### src/logic/amcp_pkg.sv
package amcp_pkg;
  localparam logic [6:0] AMCP_ADR_SRST  = 7'h00;
  localparam logic [6:0] AMCP_ADR_PWR   = 7'h01;
  localparam logic [6:0] AMCP_ADR_TIM   = 7'h02;
  localparam logic [6:0] AMCP_ADR_OMODE = 7'h03;
  localparam logic [6:0] AMCP_ADR_FMT   = 7'h04;
  localparam logic [7:0] AMCP_REG_RST   = 8'h00;
  localparam int AMCP_SRST_BIT   = 7;
  localparam int AMCP_WORD_BITS  = 16;
  localparam int AMCP_HDR_BITS   = 8;
  localparam int AMCP_DATA_BITS  = 12;
  localparam int AMCP_P_STRAP = 3;
  localparam int AMCP_P_CS    = 2;
  localparam int AMCP_P_SCK   = 1;
  localparam int AMCP_P_SDI   = 0;
  // Pin sampler preset: parallel strap and an idle chip-select, so reset shows no false edge.
  localparam logic [3:0] AMCP_PIN_IDLE = 4'hc;
  localparam logic [4:0] AMCP_CNT_WORD = 5'h10;
  localparam logic [4:0] AMCP_CNT_HDR  = 5'h07;
  localparam logic [4:0] AMCP_CNT_TX_LO = 5'h09;
  localparam logic [4:0] AMCP_CNT_TX_HI = 5'h0f;
  localparam logic [1:0] AMCP_PWR_NORMAL = 2'h0;
  localparam logic [1:0] AMCP_PWR_NAP    = 2'h1;
  localparam logic [1:0] AMCP_PWR_SLEEP  = 2'h3;
  localparam logic [1:0] AMCP_STY_FULL_SE = 2'h0;
  localparam logic [1:0] AMCP_STY_DDR_DIF = 2'h1;
  localparam logic [1:0] AMCP_STY_DDR_SE  = 2'h2;
  localparam logic [2:0] AMCP_CUR_3P5MA = 3'h0;
  localparam logic [2:0] AMCP_PAT_OFF   = 3'h0;
  localparam logic [2:0] AMCP_PAT_ZERO  = 3'h1;
  localparam logic [2:0] AMCP_PAT_ONE   = 3'h3;
  localparam logic [2:0] AMCP_PAT_CHECK = 3'h5;
  localparam logic [2:0] AMCP_PAT_ALT   = 3'h7;
  localparam logic [12:0] AMCP_CHECK_A = 13'h1555;
  localparam logic [11:0] AMCP_ODD_MASK = 12'haaa;
endpackage

### src/logic/amcp_top.sv
`timescale 1ns/10ps
`default_nettype none
// Contract
// - Strap high makes serial pins static levels.
// - Parallel: chip-select sets duty stabilizer.
// - Parallel: clock pin picks full-rate or DDR.
// - Parallel: data-in pin high means sleep.
// - Strap low makes pins a serial port.
// - Only first 16 rising clock edges sampled.
// - Word is rw, 7-bit address, 8 data.
// - Write flag low stores data bits.
// - Read returns register, unchanged, input ignored.
// - Reset bit clears all registers, self-clears.
// - Power field: normal, nap, sleep.
// - Timing: clock invert and phase delay.
// - Timing bit 0 enables duty stabilizer.
// - Drive current code and termination enable.
// - Output-disable bit tristates digital outputs.
// - Output style field selects output mode.
// - Format field selects test patterns.
// - Format bit 2 enables odd-bit inversion.
// - Format bit 1 enables LSB scrambler.
// - Bit 0 signed; odd-bit invert forces offset.
// - Scrambler XORs upper bits with LSB.
// - Odd-bit mode inverts odd data bits.
// - Test pattern overrides all formatting.
module amcp_top
  import amcp_pkg::*;
(
  input  wire logic        core_clk,
  input  wire logic        sys_rst,
  input  wire logic        clk_en,
  input  wire logic        strap_pin,
  input  wire logic        cs_n_pin,
  input  wire logic        sck_pin,
  input  wire logic        sdi_pin,
  input  wire logic [11:0] sample_code,
  input  wire logic        sample_ovr,
  input  wire logic        sample_valid,
  output logic             sdo_o,
  output logic             sdo_oe,
  output logic             duty_stabilizer_en,
  output logic [1:0]       power_state_field,
  output logic             clk_out_invert,
  output logic [1:0]       clk_out_delay_sel,
  output logic [2:0]       diff_drive_current_sel,
  output logic             diff_term_en,
  output logic             output_tristate,
  output logic [1:0]       output_style_sel,
  output logic [11:0]      fmt_data,
  output logic             overrange_flag,
  output logic             fmt_valid
);
  logic [3:0]  pin_s1_r;
  logic [3:0]  pin_s2_r;
  logic        sck_d_r;
  logic        cs_d_r;
  logic [4:0]  bit_cnt_r;
  logic [15:0] shift_r;
  logic [6:0]  tx_r;
  logic        rd_act_r;
  logic [1:0]  pwr_r;
  logic [3:0]  tim_r;
  logic [6:0]  omode_r;
  logic [5:0]  fmt_r;
  logic        phase_r;
  logic        parallel;
  logic        active;
  logic        sck_rise;
  logic        sck_fall;
  logic        word_end;
  logic        commit_wr;
  logic        commit_rd;
  logic        soft_rst;
  logic        hdr_done;
  logic [6:0]  hdr_adr;
  logic [7:0]  wr_data;
  logic [7:0]  rd_data;
  logic [2:0]  pattern_sel;
  logic        odd_bit_invert_en;
  logic        lsb_scramble_en;
  logic        signed_format_en;
  logic [11:0] code_w;

  // Pins come from another domain; the first stage feeds only the second.
  always_ff @(posedge core_clk) begin
    if (sys_rst) begin
      pin_s1_r <= AMCP_PIN_IDLE;
      pin_s2_r <= AMCP_PIN_IDLE;
      sck_d_r  <= 1'b0;
      cs_d_r   <= 1'b1;
    end else if (clk_en) begin
      pin_s1_r <= {strap_pin, cs_n_pin, sck_pin, sdi_pin};
      pin_s2_r <= pin_s1_r;
      sck_d_r  <= pin_s2_r[AMCP_P_SCK];
      cs_d_r   <= pin_s2_r[AMCP_P_CS];
    end
  end

  assign parallel = pin_s2_r[AMCP_P_STRAP];
  assign active   = ~parallel & ~pin_s2_r[AMCP_P_CS];
  assign sck_rise = pin_s2_r[AMCP_P_SCK] & ~sck_d_r;
  assign sck_fall = ~pin_s2_r[AMCP_P_SCK] & sck_d_r;
  assign word_end = ~parallel & pin_s2_r[AMCP_P_CS] & ~cs_d_r;
  assign hdr_done = active & sck_rise & (bit_cnt_r == AMCP_CNT_HDR);
  assign hdr_adr  = {shift_r[5:0], pin_s2_r[AMCP_P_SDI]};
  assign wr_data  = shift_r[7:0];
  // A short word is dropped whole rather than half-applied.
  assign commit_wr = word_end & (bit_cnt_r == AMCP_CNT_WORD) & ~shift_r[15];
  assign commit_rd = word_end & (bit_cnt_r == AMCP_CNT_WORD) & shift_r[15];
  assign soft_rst  = commit_wr & (shift_r[14:8] == AMCP_ADR_SRST)
                     & wr_data[AMCP_SRST_BIT];

  always_comb begin
    rd_data = 8'h00;
    unique case (hdr_adr)
      AMCP_ADR_PWR:   rd_data = {6'h00, pwr_r};
      AMCP_ADR_TIM:   rd_data = {4'h0, tim_r};
      AMCP_ADR_OMODE: rd_data = {1'b0, omode_r};
      AMCP_ADR_FMT:   rd_data = {2'h0, fmt_r};
      default:        rd_data = 8'h00;
    endcase
  end

  always_ff @(posedge core_clk) begin
    if (sys_rst) begin
      bit_cnt_r <= 5'h00;
      shift_r   <= 16'h0000;
    end else if (clk_en) begin
      if (!active) begin
        bit_cnt_r <= 5'h00;
      end else if (sck_rise && bit_cnt_r < AMCP_CNT_WORD) begin
        shift_r   <= {shift_r[14:0], pin_s2_r[AMCP_P_SDI]};
        bit_cnt_r <= bit_cnt_r + 5'h01;
      end
    end
  end

  // Open drain: the pin is only ever pulled low, so sdo_o stays zero.
  // The command bit keeps moving through the shifter, so a read is latched at the header.
  always_ff @(posedge core_clk) begin
    if (sys_rst) begin
      sdo_o    <= 1'b0;
      sdo_oe   <= 1'b0;
      tx_r     <= 7'h00;
      rd_act_r <= 1'b0;
    end else if (clk_en) begin
      sdo_o <= 1'b0;
      if (!active) begin
        sdo_oe   <= 1'b0;
        rd_act_r <= 1'b0;
      end else if (hdr_done && shift_r[6]) begin
        sdo_oe   <= ~rd_data[7];
        tx_r     <= rd_data[6:0];
        rd_act_r <= 1'b1;
      end else if (sck_fall && bit_cnt_r >= AMCP_CNT_TX_LO
                   && bit_cnt_r <= AMCP_CNT_TX_HI && rd_act_r) begin
        sdo_oe <= ~tx_r[6];
        tx_r   <= {tx_r[5:0], 1'b0};
      end else if (sck_rise && bit_cnt_r == AMCP_CNT_TX_HI) begin
        sdo_oe <= sdo_oe;
      end else if (bit_cnt_r == AMCP_CNT_WORD && sck_fall) begin
        sdo_oe <= 1'b0;
      end
    end
  end

  // The reset register holds nothing; its bit acts at the word's end.
  always_ff @(posedge core_clk) begin
    if (sys_rst) begin
      pwr_r   <= AMCP_REG_RST[1:0];
      tim_r   <= AMCP_REG_RST[3:0];
      omode_r <= AMCP_REG_RST[6:0];
      fmt_r   <= AMCP_REG_RST[5:0];
    end else if (clk_en) begin
      if (soft_rst) begin
        pwr_r   <= AMCP_REG_RST[1:0];
        tim_r   <= AMCP_REG_RST[3:0];
        omode_r <= AMCP_REG_RST[6:0];
        fmt_r   <= AMCP_REG_RST[5:0];
      end else if (commit_wr) begin
        unique case (shift_r[14:8])
          AMCP_ADR_PWR:   pwr_r   <= wr_data[1:0];
          AMCP_ADR_TIM:   tim_r   <= wr_data[3:0];
          AMCP_ADR_OMODE: omode_r <= wr_data[6:0];
          AMCP_ADR_FMT:   fmt_r   <= wr_data[5:0];
          default:        pwr_r   <= pwr_r;
        endcase
      end
    end
  end

  // Mode outputs: pin levels or fixed values in the parallel style, registers otherwise.
  always_ff @(posedge core_clk) begin
    if (sys_rst) begin
      duty_stabilizer_en     <= 1'b0;
      power_state_field      <= AMCP_PWR_NORMAL;
      clk_out_invert         <= 1'b0;
      clk_out_delay_sel      <= 2'h0;
      diff_drive_current_sel <= AMCP_CUR_3P5MA;
      diff_term_en           <= 1'b0;
      output_tristate        <= 1'b0;
      output_style_sel       <= AMCP_STY_FULL_SE;
    end else if (clk_en) begin
      if (parallel) begin
        duty_stabilizer_en     <= pin_s2_r[AMCP_P_CS];
        output_style_sel       <= pin_s2_r[AMCP_P_SCK]
                                  ? AMCP_STY_DDR_DIF : AMCP_STY_FULL_SE;
        diff_drive_current_sel <= AMCP_CUR_3P5MA;
        diff_term_en           <= 1'b0;
        power_state_field      <= pin_s2_r[AMCP_P_SDI]
                                  ? AMCP_PWR_SLEEP : AMCP_PWR_NORMAL;
        clk_out_invert         <= 1'b0;
        clk_out_delay_sel      <= 2'h0;
        output_tristate        <= 1'b0;
      end else begin
        duty_stabilizer_en     <= tim_r[0];
        clk_out_invert         <= tim_r[3];
        clk_out_delay_sel      <= tim_r[2:1];
        power_state_field      <= pwr_r;
        diff_drive_current_sel <= omode_r[6:4];
        diff_term_en           <= omode_r[3];
        output_tristate        <= omode_r[2];
        output_style_sel       <= omode_r[1:0];
      end
    end
  end

  assign pattern_sel       = parallel ? AMCP_PAT_OFF : fmt_r[5:3];
  assign odd_bit_invert_en = ~parallel & fmt_r[2];
  assign lsb_scramble_en   = ~parallel & fmt_r[1];
  assign signed_format_en  = ~parallel & fmt_r[0] & ~fmt_r[2];

  always_comb begin
    code_w = sample_code;
    if (signed_format_en) begin
      code_w[11] = ~code_w[11];
    end
    if (lsb_scramble_en) begin
      code_w[11:1] = code_w[11:1] ^ {11{code_w[0]}};
    end
    if (odd_bit_invert_en) begin
      code_w = code_w ^ AMCP_ODD_MASK;
    end
  end

  // Unused pattern codes fall back to normal data.
  always_ff @(posedge core_clk) begin
    if (sys_rst) begin
      fmt_data       <= 12'h000;
      overrange_flag <= 1'b0;
      fmt_valid      <= 1'b0;
      phase_r        <= 1'b0;
    end else if (clk_en) begin
      fmt_valid <= sample_valid;
      if (sample_valid) begin
        phase_r <= ~phase_r;
        unique case (pattern_sel)
          AMCP_PAT_ZERO: {overrange_flag, fmt_data} <= 13'h0000;
          AMCP_PAT_ONE:  {overrange_flag, fmt_data} <= 13'h1fff;
          AMCP_PAT_CHECK: {overrange_flag, fmt_data} <=
            phase_r ? ~AMCP_CHECK_A : AMCP_CHECK_A;
          AMCP_PAT_ALT:  {overrange_flag, fmt_data} <=
            {13{phase_r}};
          default: begin
            fmt_data       <= code_w;
            overrange_flag <= sample_ovr;
          end
        endcase
      end
    end
  end

  a_par_stabilizer: assert property (@(posedge core_clk) disable iff (sys_rst)
    clk_en && parallel |=> duty_stabilizer_en == $past(pin_s2_r[AMCP_P_CS]))
    else $error("Stabilizer does not follow chip-select pin.");

  a_par_sleep: assert property (@(posedge core_clk) disable iff (sys_rst)
    clk_en && parallel && pin_s2_r[AMCP_P_SDI]
    |=> power_state_field == AMCP_PWR_SLEEP)
    else $error("Data-in pin high did not select sleep.");

  a_par_style: assert property (@(posedge core_clk) disable iff (sys_rst)
    clk_en && parallel && pin_s2_r[AMCP_P_SCK]
    |=> output_style_sel == AMCP_STY_DDR_DIF && !diff_term_en)
    else $error("Clock pin high did not select DDR differential.");

  a_edge_limit: assert property (@(posedge core_clk) disable iff (sys_rst)
    bit_cnt_r <= AMCP_CNT_WORD)
    else $error("More than sixteen bits were sampled.");

  a_write_pwr: assert property (@(posedge core_clk) disable iff (sys_rst)
    clk_en && commit_wr && shift_r[14:8] == AMCP_ADR_PWR
    |=> pwr_r == $past(shift_r[1:0]))
    else $error("Write did not store power field.");

  a_read_keep: assert property (@(posedge core_clk) disable iff (sys_rst)
    clk_en && commit_rd |=> $stable(fmt_r) && $stable(omode_r) && $stable(tim_r))
    else $error("Read command changed a register.");

  a_soft_reset: assert property (@(posedge core_clk) disable iff (sys_rst)
    clk_en && soft_rst |=> pwr_r == 2'h0 && tim_r == 4'h0 && fmt_r == 6'h00)
    else $error("Software reset did not clear registers.");

  a_sdo_msb: assert property (@(posedge core_clk) disable iff (sys_rst)
    clk_en && hdr_done && shift_r[6] |=> sdo_oe == !$past(rd_data[7]))
    else $error("Read data MSB not presented.");

  a_sdo_shift: assert property (@(posedge core_clk) disable iff (sys_rst)
    clk_en && active && rd_act_r && sck_fall && bit_cnt_r >= AMCP_CNT_TX_LO
    && bit_cnt_r <= AMCP_CNT_TX_HI |=> sdo_oe == !$past(tx_r[6]))
    else $error("Read data bit not shifted out.");

  a_pat_zero: assert property (@(posedge core_clk) disable iff (sys_rst)
    clk_en && sample_valid && pattern_sel == AMCP_PAT_ZERO
    |=> fmt_data == 12'h000 && !overrange_flag)
    else $error("Zero pattern not forced.");

  a_scramble: assert property (@(posedge core_clk) disable iff (sys_rst)
    clk_en && sample_valid && pattern_sel == AMCP_PAT_OFF && lsb_scramble_en
    && !odd_bit_invert_en |=> fmt_data[0] == $past(sample_code[0]))
    else $error("Scrambler changed the LSB.");
endmodule // amcp_top
`default_nettype wire

### config.mk
export PLATFORM = sky130hd
export DESIGN_NAME = amcp_top
export DESIGN_NICKNAME = d
export VERILOG_FILES = /design/src/logic/amcp_pkg.sv /design/src/logic/amcp_top.sv
export SDC_FILE = /design/constraint.sdc
export NUM_CORES = 1
export LEC_CHECK = 0
export BUFFER_PORTS_ARGS = -buffer_cell sky130_fd_sc_hd__buf_2
export CORE_MARGIN = 2
export CORE_UTILIZATION = 57
export CTS_CLUSTER_SIZE = 25
export DETAILED_ROUTE_END_ITERATION = 8
export MAX_ROUTING_LAYER = met4
export PLACE_DENSITY_LB_ADDON = 0.15
export SYNTH_ARGS = -nofsm -noshare
export SYNTH_HDL_FRONTEND = slang
export SYNTH_SLANG_ARGS = --single-unit
### constraint.sdc
create_clock -name core_clk -period 2.2 [get_ports core_clk]
set_input_delay 0.33 -clock core_clk [delete_from_list [all_inputs] [get_ports core_clk]]
set_output_delay 0.33 -clock core_clk [all_outputs]
set_load 0.03 [all_outputs]
==> results by group <==
Place
  – Post-DP Area: 4270 um2
  – Gp weighted congestion: 0.935
  – Placement Setup Slack: 0.133 ns
  – Placed insts: 578
  – HPWL after DPL: 6330 um
  – # port buffers: 48

STA
  – Period utilization: 92.5%
  – F_max: 492 MHz
  – Setup TNS: 0 ns
  – Clock Skew: 0.00896 ns
  – Worst Max-Slew Pin Slew: 0.703 ns
  – Setup WS post-layout: 0.166 ns
  – Hold Fails Final Rpt: 0
  – Final setup vio count: 0
  – RSZ-0062 raised after global routing: no
  – Slew Limit Headroom: 53.1%
  – Final min period: 2.03 ns
  – Slew Limit Fails: 0

Setup path
  – Max FO, Critical Path: 6
  – CP peak stage delay: 0.40 ns
  – Worst path required time: 2.40 ns
  – Most frequent CP cell: ha_1
  – RR Startpoint: bit_cnt_r[0]
  – Worst Setup SP: bit_cnt_r[0]
  – CP Capture Type: flip-flop
  – Reg2reg end: tx_r[0]
  – Critical Path Stages: 8
  – Critical Path AT: 2.24 ns
  – Worst-case reg-to-reg path depth: 8
  – Reg2reg setup slack: 0.17 ns
  – CP bufs+invs: 1
  – Worst-path cell chain: ha_1 > and3_1 > ha_1 > inv_1 > a311o_1 > o21a_2 > o21ai_0 > a21oi_1
  – Top delay family on crit path: compound AO/OA/AOI/OAI gates
  – Worst Setup Path Type: reg2reg
  – Critical path startpoint category: flip-flop
  – Slowest CP cell: dfxtp_1

Pwr
  – Leakage: 1.72 nW
  – VDD IR max: 409 uV
  – PwrDens: 681 nW/um2

Global routing
  – First-pass GRT wire length: 15000 um
  – GRT Resource Usage Total: 25.8%
  – Grt total ovfl: 0
  – Vias in the first global route: 3107
  – Largest net degree at the start of global routing: 69
  – Initial antenna violation count: 0

Clocking
  – Hold Buf Count CTS: 0
  – H-tree levels: 3
  – Post_cts resized: 0
  – CTS tree: yes
  – Root buffer cell: clkbuf_8
  – Worst-path clk slew: 0.08 ns
  – Inserted Clock Buffers: 9
  – Clk_lat worst skew: 0.35 ns
  – Max clock buf depth: 2
  – Clk sinks: 87
  – Post-CTS Setup Inserts: 0

Synth
  – Netlist cell types: 56
  – Sequential area share after synthesis: 44.3%
  – Syn Inst Count: 462
  – Synthesized cell area: 3930 um2
  – Async SR Flop Fraction: 0%
  – EDFF count, synth: 0
  – Synthesis warning total: 0
  – Post-synth top area share: 44.3%
  – Top cells by area, synth: dfxtp_1 (44%), mux2i_1 (7.6%), a21oi_1 (5.9%), nor2_1 (5.6%), nand2_1 (5.5%)
  – Synth area leader: dfxtp_1
  – Syn_area_per_cell: 8.51 um2
  – Cell with the most instances after synthesis: dfxtp_1
  – Synth Register Bits: 87
  – Post-synth top flop: dfxtp_1
  – Top cells by count, synth: dfxtp_1 (87), nor2_1 (59), nand2_1 (58), a21oi_1 (46), mux2i_1 (30)
  – Syn nets: 487

Run status
  – Outcome: completed

Finish
  – Layout Cells excl Fill: 594
  – Post-route cell area: 4510 um2
  – Area Overhead vs Synth: 14.7%
  – Nets@finish: 534
  – Layout filler cell count: 559
  – Ant. Diodes: 0
  – Fraction of layout cells with a size suffix above 1: 19.1%
  – Final Util: 67.1%

Floorplanning
  – Die width: 87.0 um
  – Starting density of the core: 58.5%
  – Die height: 87.0 um
  – Placement row count: 30
  – I/O Pins: 50
  – Core Region: 6720 um2
  – Die area: 7580 um2

Hold path
  – Hold path depth: 3
  – HP Class: in2reg
  – Hold endpoint: pin_s1_r[2]
  – HP Start: cs_n_pin

Routing
  – Via density: 5.80
  – Post-route ant nets: 0
  – WL/cell: 15.3 um
  – Initial drt markers: 180
  – DRT Pass-1 Iters: 5
  – DRC viols: 0
  – Final WL: 9090 um
  – Via count: 3445

Job
  – Max-cap violation count: 0
## cells by family (layout without fill, tap and decap cells)
| group | count (synthesis) | count (layout) | share of synthesized area, % |
|---|---|---|---|
| other cells | 1 | 1 | 0.0954 |
| compound gates | 121 | 121 | 18.9 |
| xor+xnor | 12 | 12 | 2.67 |
| simple gates | 170 | 170 | 20.8 |
| fa+ha+maj | 4 | 4 | 1.27 |
| buf+inv | 35 | 87 | 3.69 |
| mux | 32 | 32 | 8.21 |
| flops | 87 | 87 | 44.3 |
## cells in the final DEF (no fill, tap or decap), types with 7 or more instances in the layout
cell type and instances:
a211oi_1 8, a21oi_1 45, a22oi_1 18, and2_1 8, buf_2 48, buf_4 16, clkbuf_8 10, dfxtp_1 87
inv_1 7, mux2i_1 30, nand2_1 58, nor2_1 57, o21ai_0 29, xnor2_1 7
## how the worst max path moves through the flow
| stage | endpoint |
|---|---|
| after floorplan | tx_r[4] |
| after global placement | tx_r[6] |
| after detailed placement | tx_r[6] |
| after CTS | tx_r[6] |
| after global routing | tx_r[6] |
| final | tx_r[0] |
## power breakdown
part | switching (W) | leakage (nW) | total, W | internal [W]
clock network | 0.000554 | 0.110 | 0.00123 | 0.000671
logic | 0.000140 | 0.906 | 0.000216 | 0.0000760
registers | 0.0000219 | 0.706 | 0.00163 | 0.00161
## metal layers
layer / wire [um] / global-route usage (%)
met3: 362 / 3.32
met2: 4250 / 39.8
met4: 140 / 8.81
met1: 4340 / 35.2
met5: 0 / -
## sequential cells by signal (all words and copies together), names as in the netlist, 2 cells and up
signal and flops:
shift_r 16, fmt_data 12, omode_r 7, tx_r 7
fmt_r 6, bit_cnt_r 5, pin_s1_r 4, pin_s2_r 4
tim_r 4, diff_drive_current_sel 3, clk_out_delay_sel 2, output_style_sel 2
power_state_field 2, pwr_r 2
## stage by stage
step	hold slack, ns	total power [W]
2_1_floorplan	0.441	0.00181
3_3_place_gp	0.454	0.00188
3_5_place_dp	0.464	0.00188
4_1_cts	0.190	0.00309
5_1_grt	0.217	0.00318
6_report	0.194	0.00307
## worst register-to-register path, delay by kind of cell (launching register included)
family                     cells  cell delay (ns)
buffers and inverters          1             0.04
and+or+nand+nor                1             0.17
adders and majority gates      2             0.37
AOI/OAI and AO/OA              4             0.91
DFF                            1             0.40
## cell type report
cell class | count | area (um2) | share of cell area (%)
sequential | 87 | 1740 | 38.6
tap | 80 | 100 | 2.22
clock inverter | 5 | 81.3 | 1.80
timing repair buffer | 64 | 360 | 7.99
inverter | 7 | 26.3 | 0.583
multi-input combinational | 340 | 2060 | 45.6
clock buffer | 11 | 141 | 3.14
No activity file was read; power rests on OpenSTA's default activity.
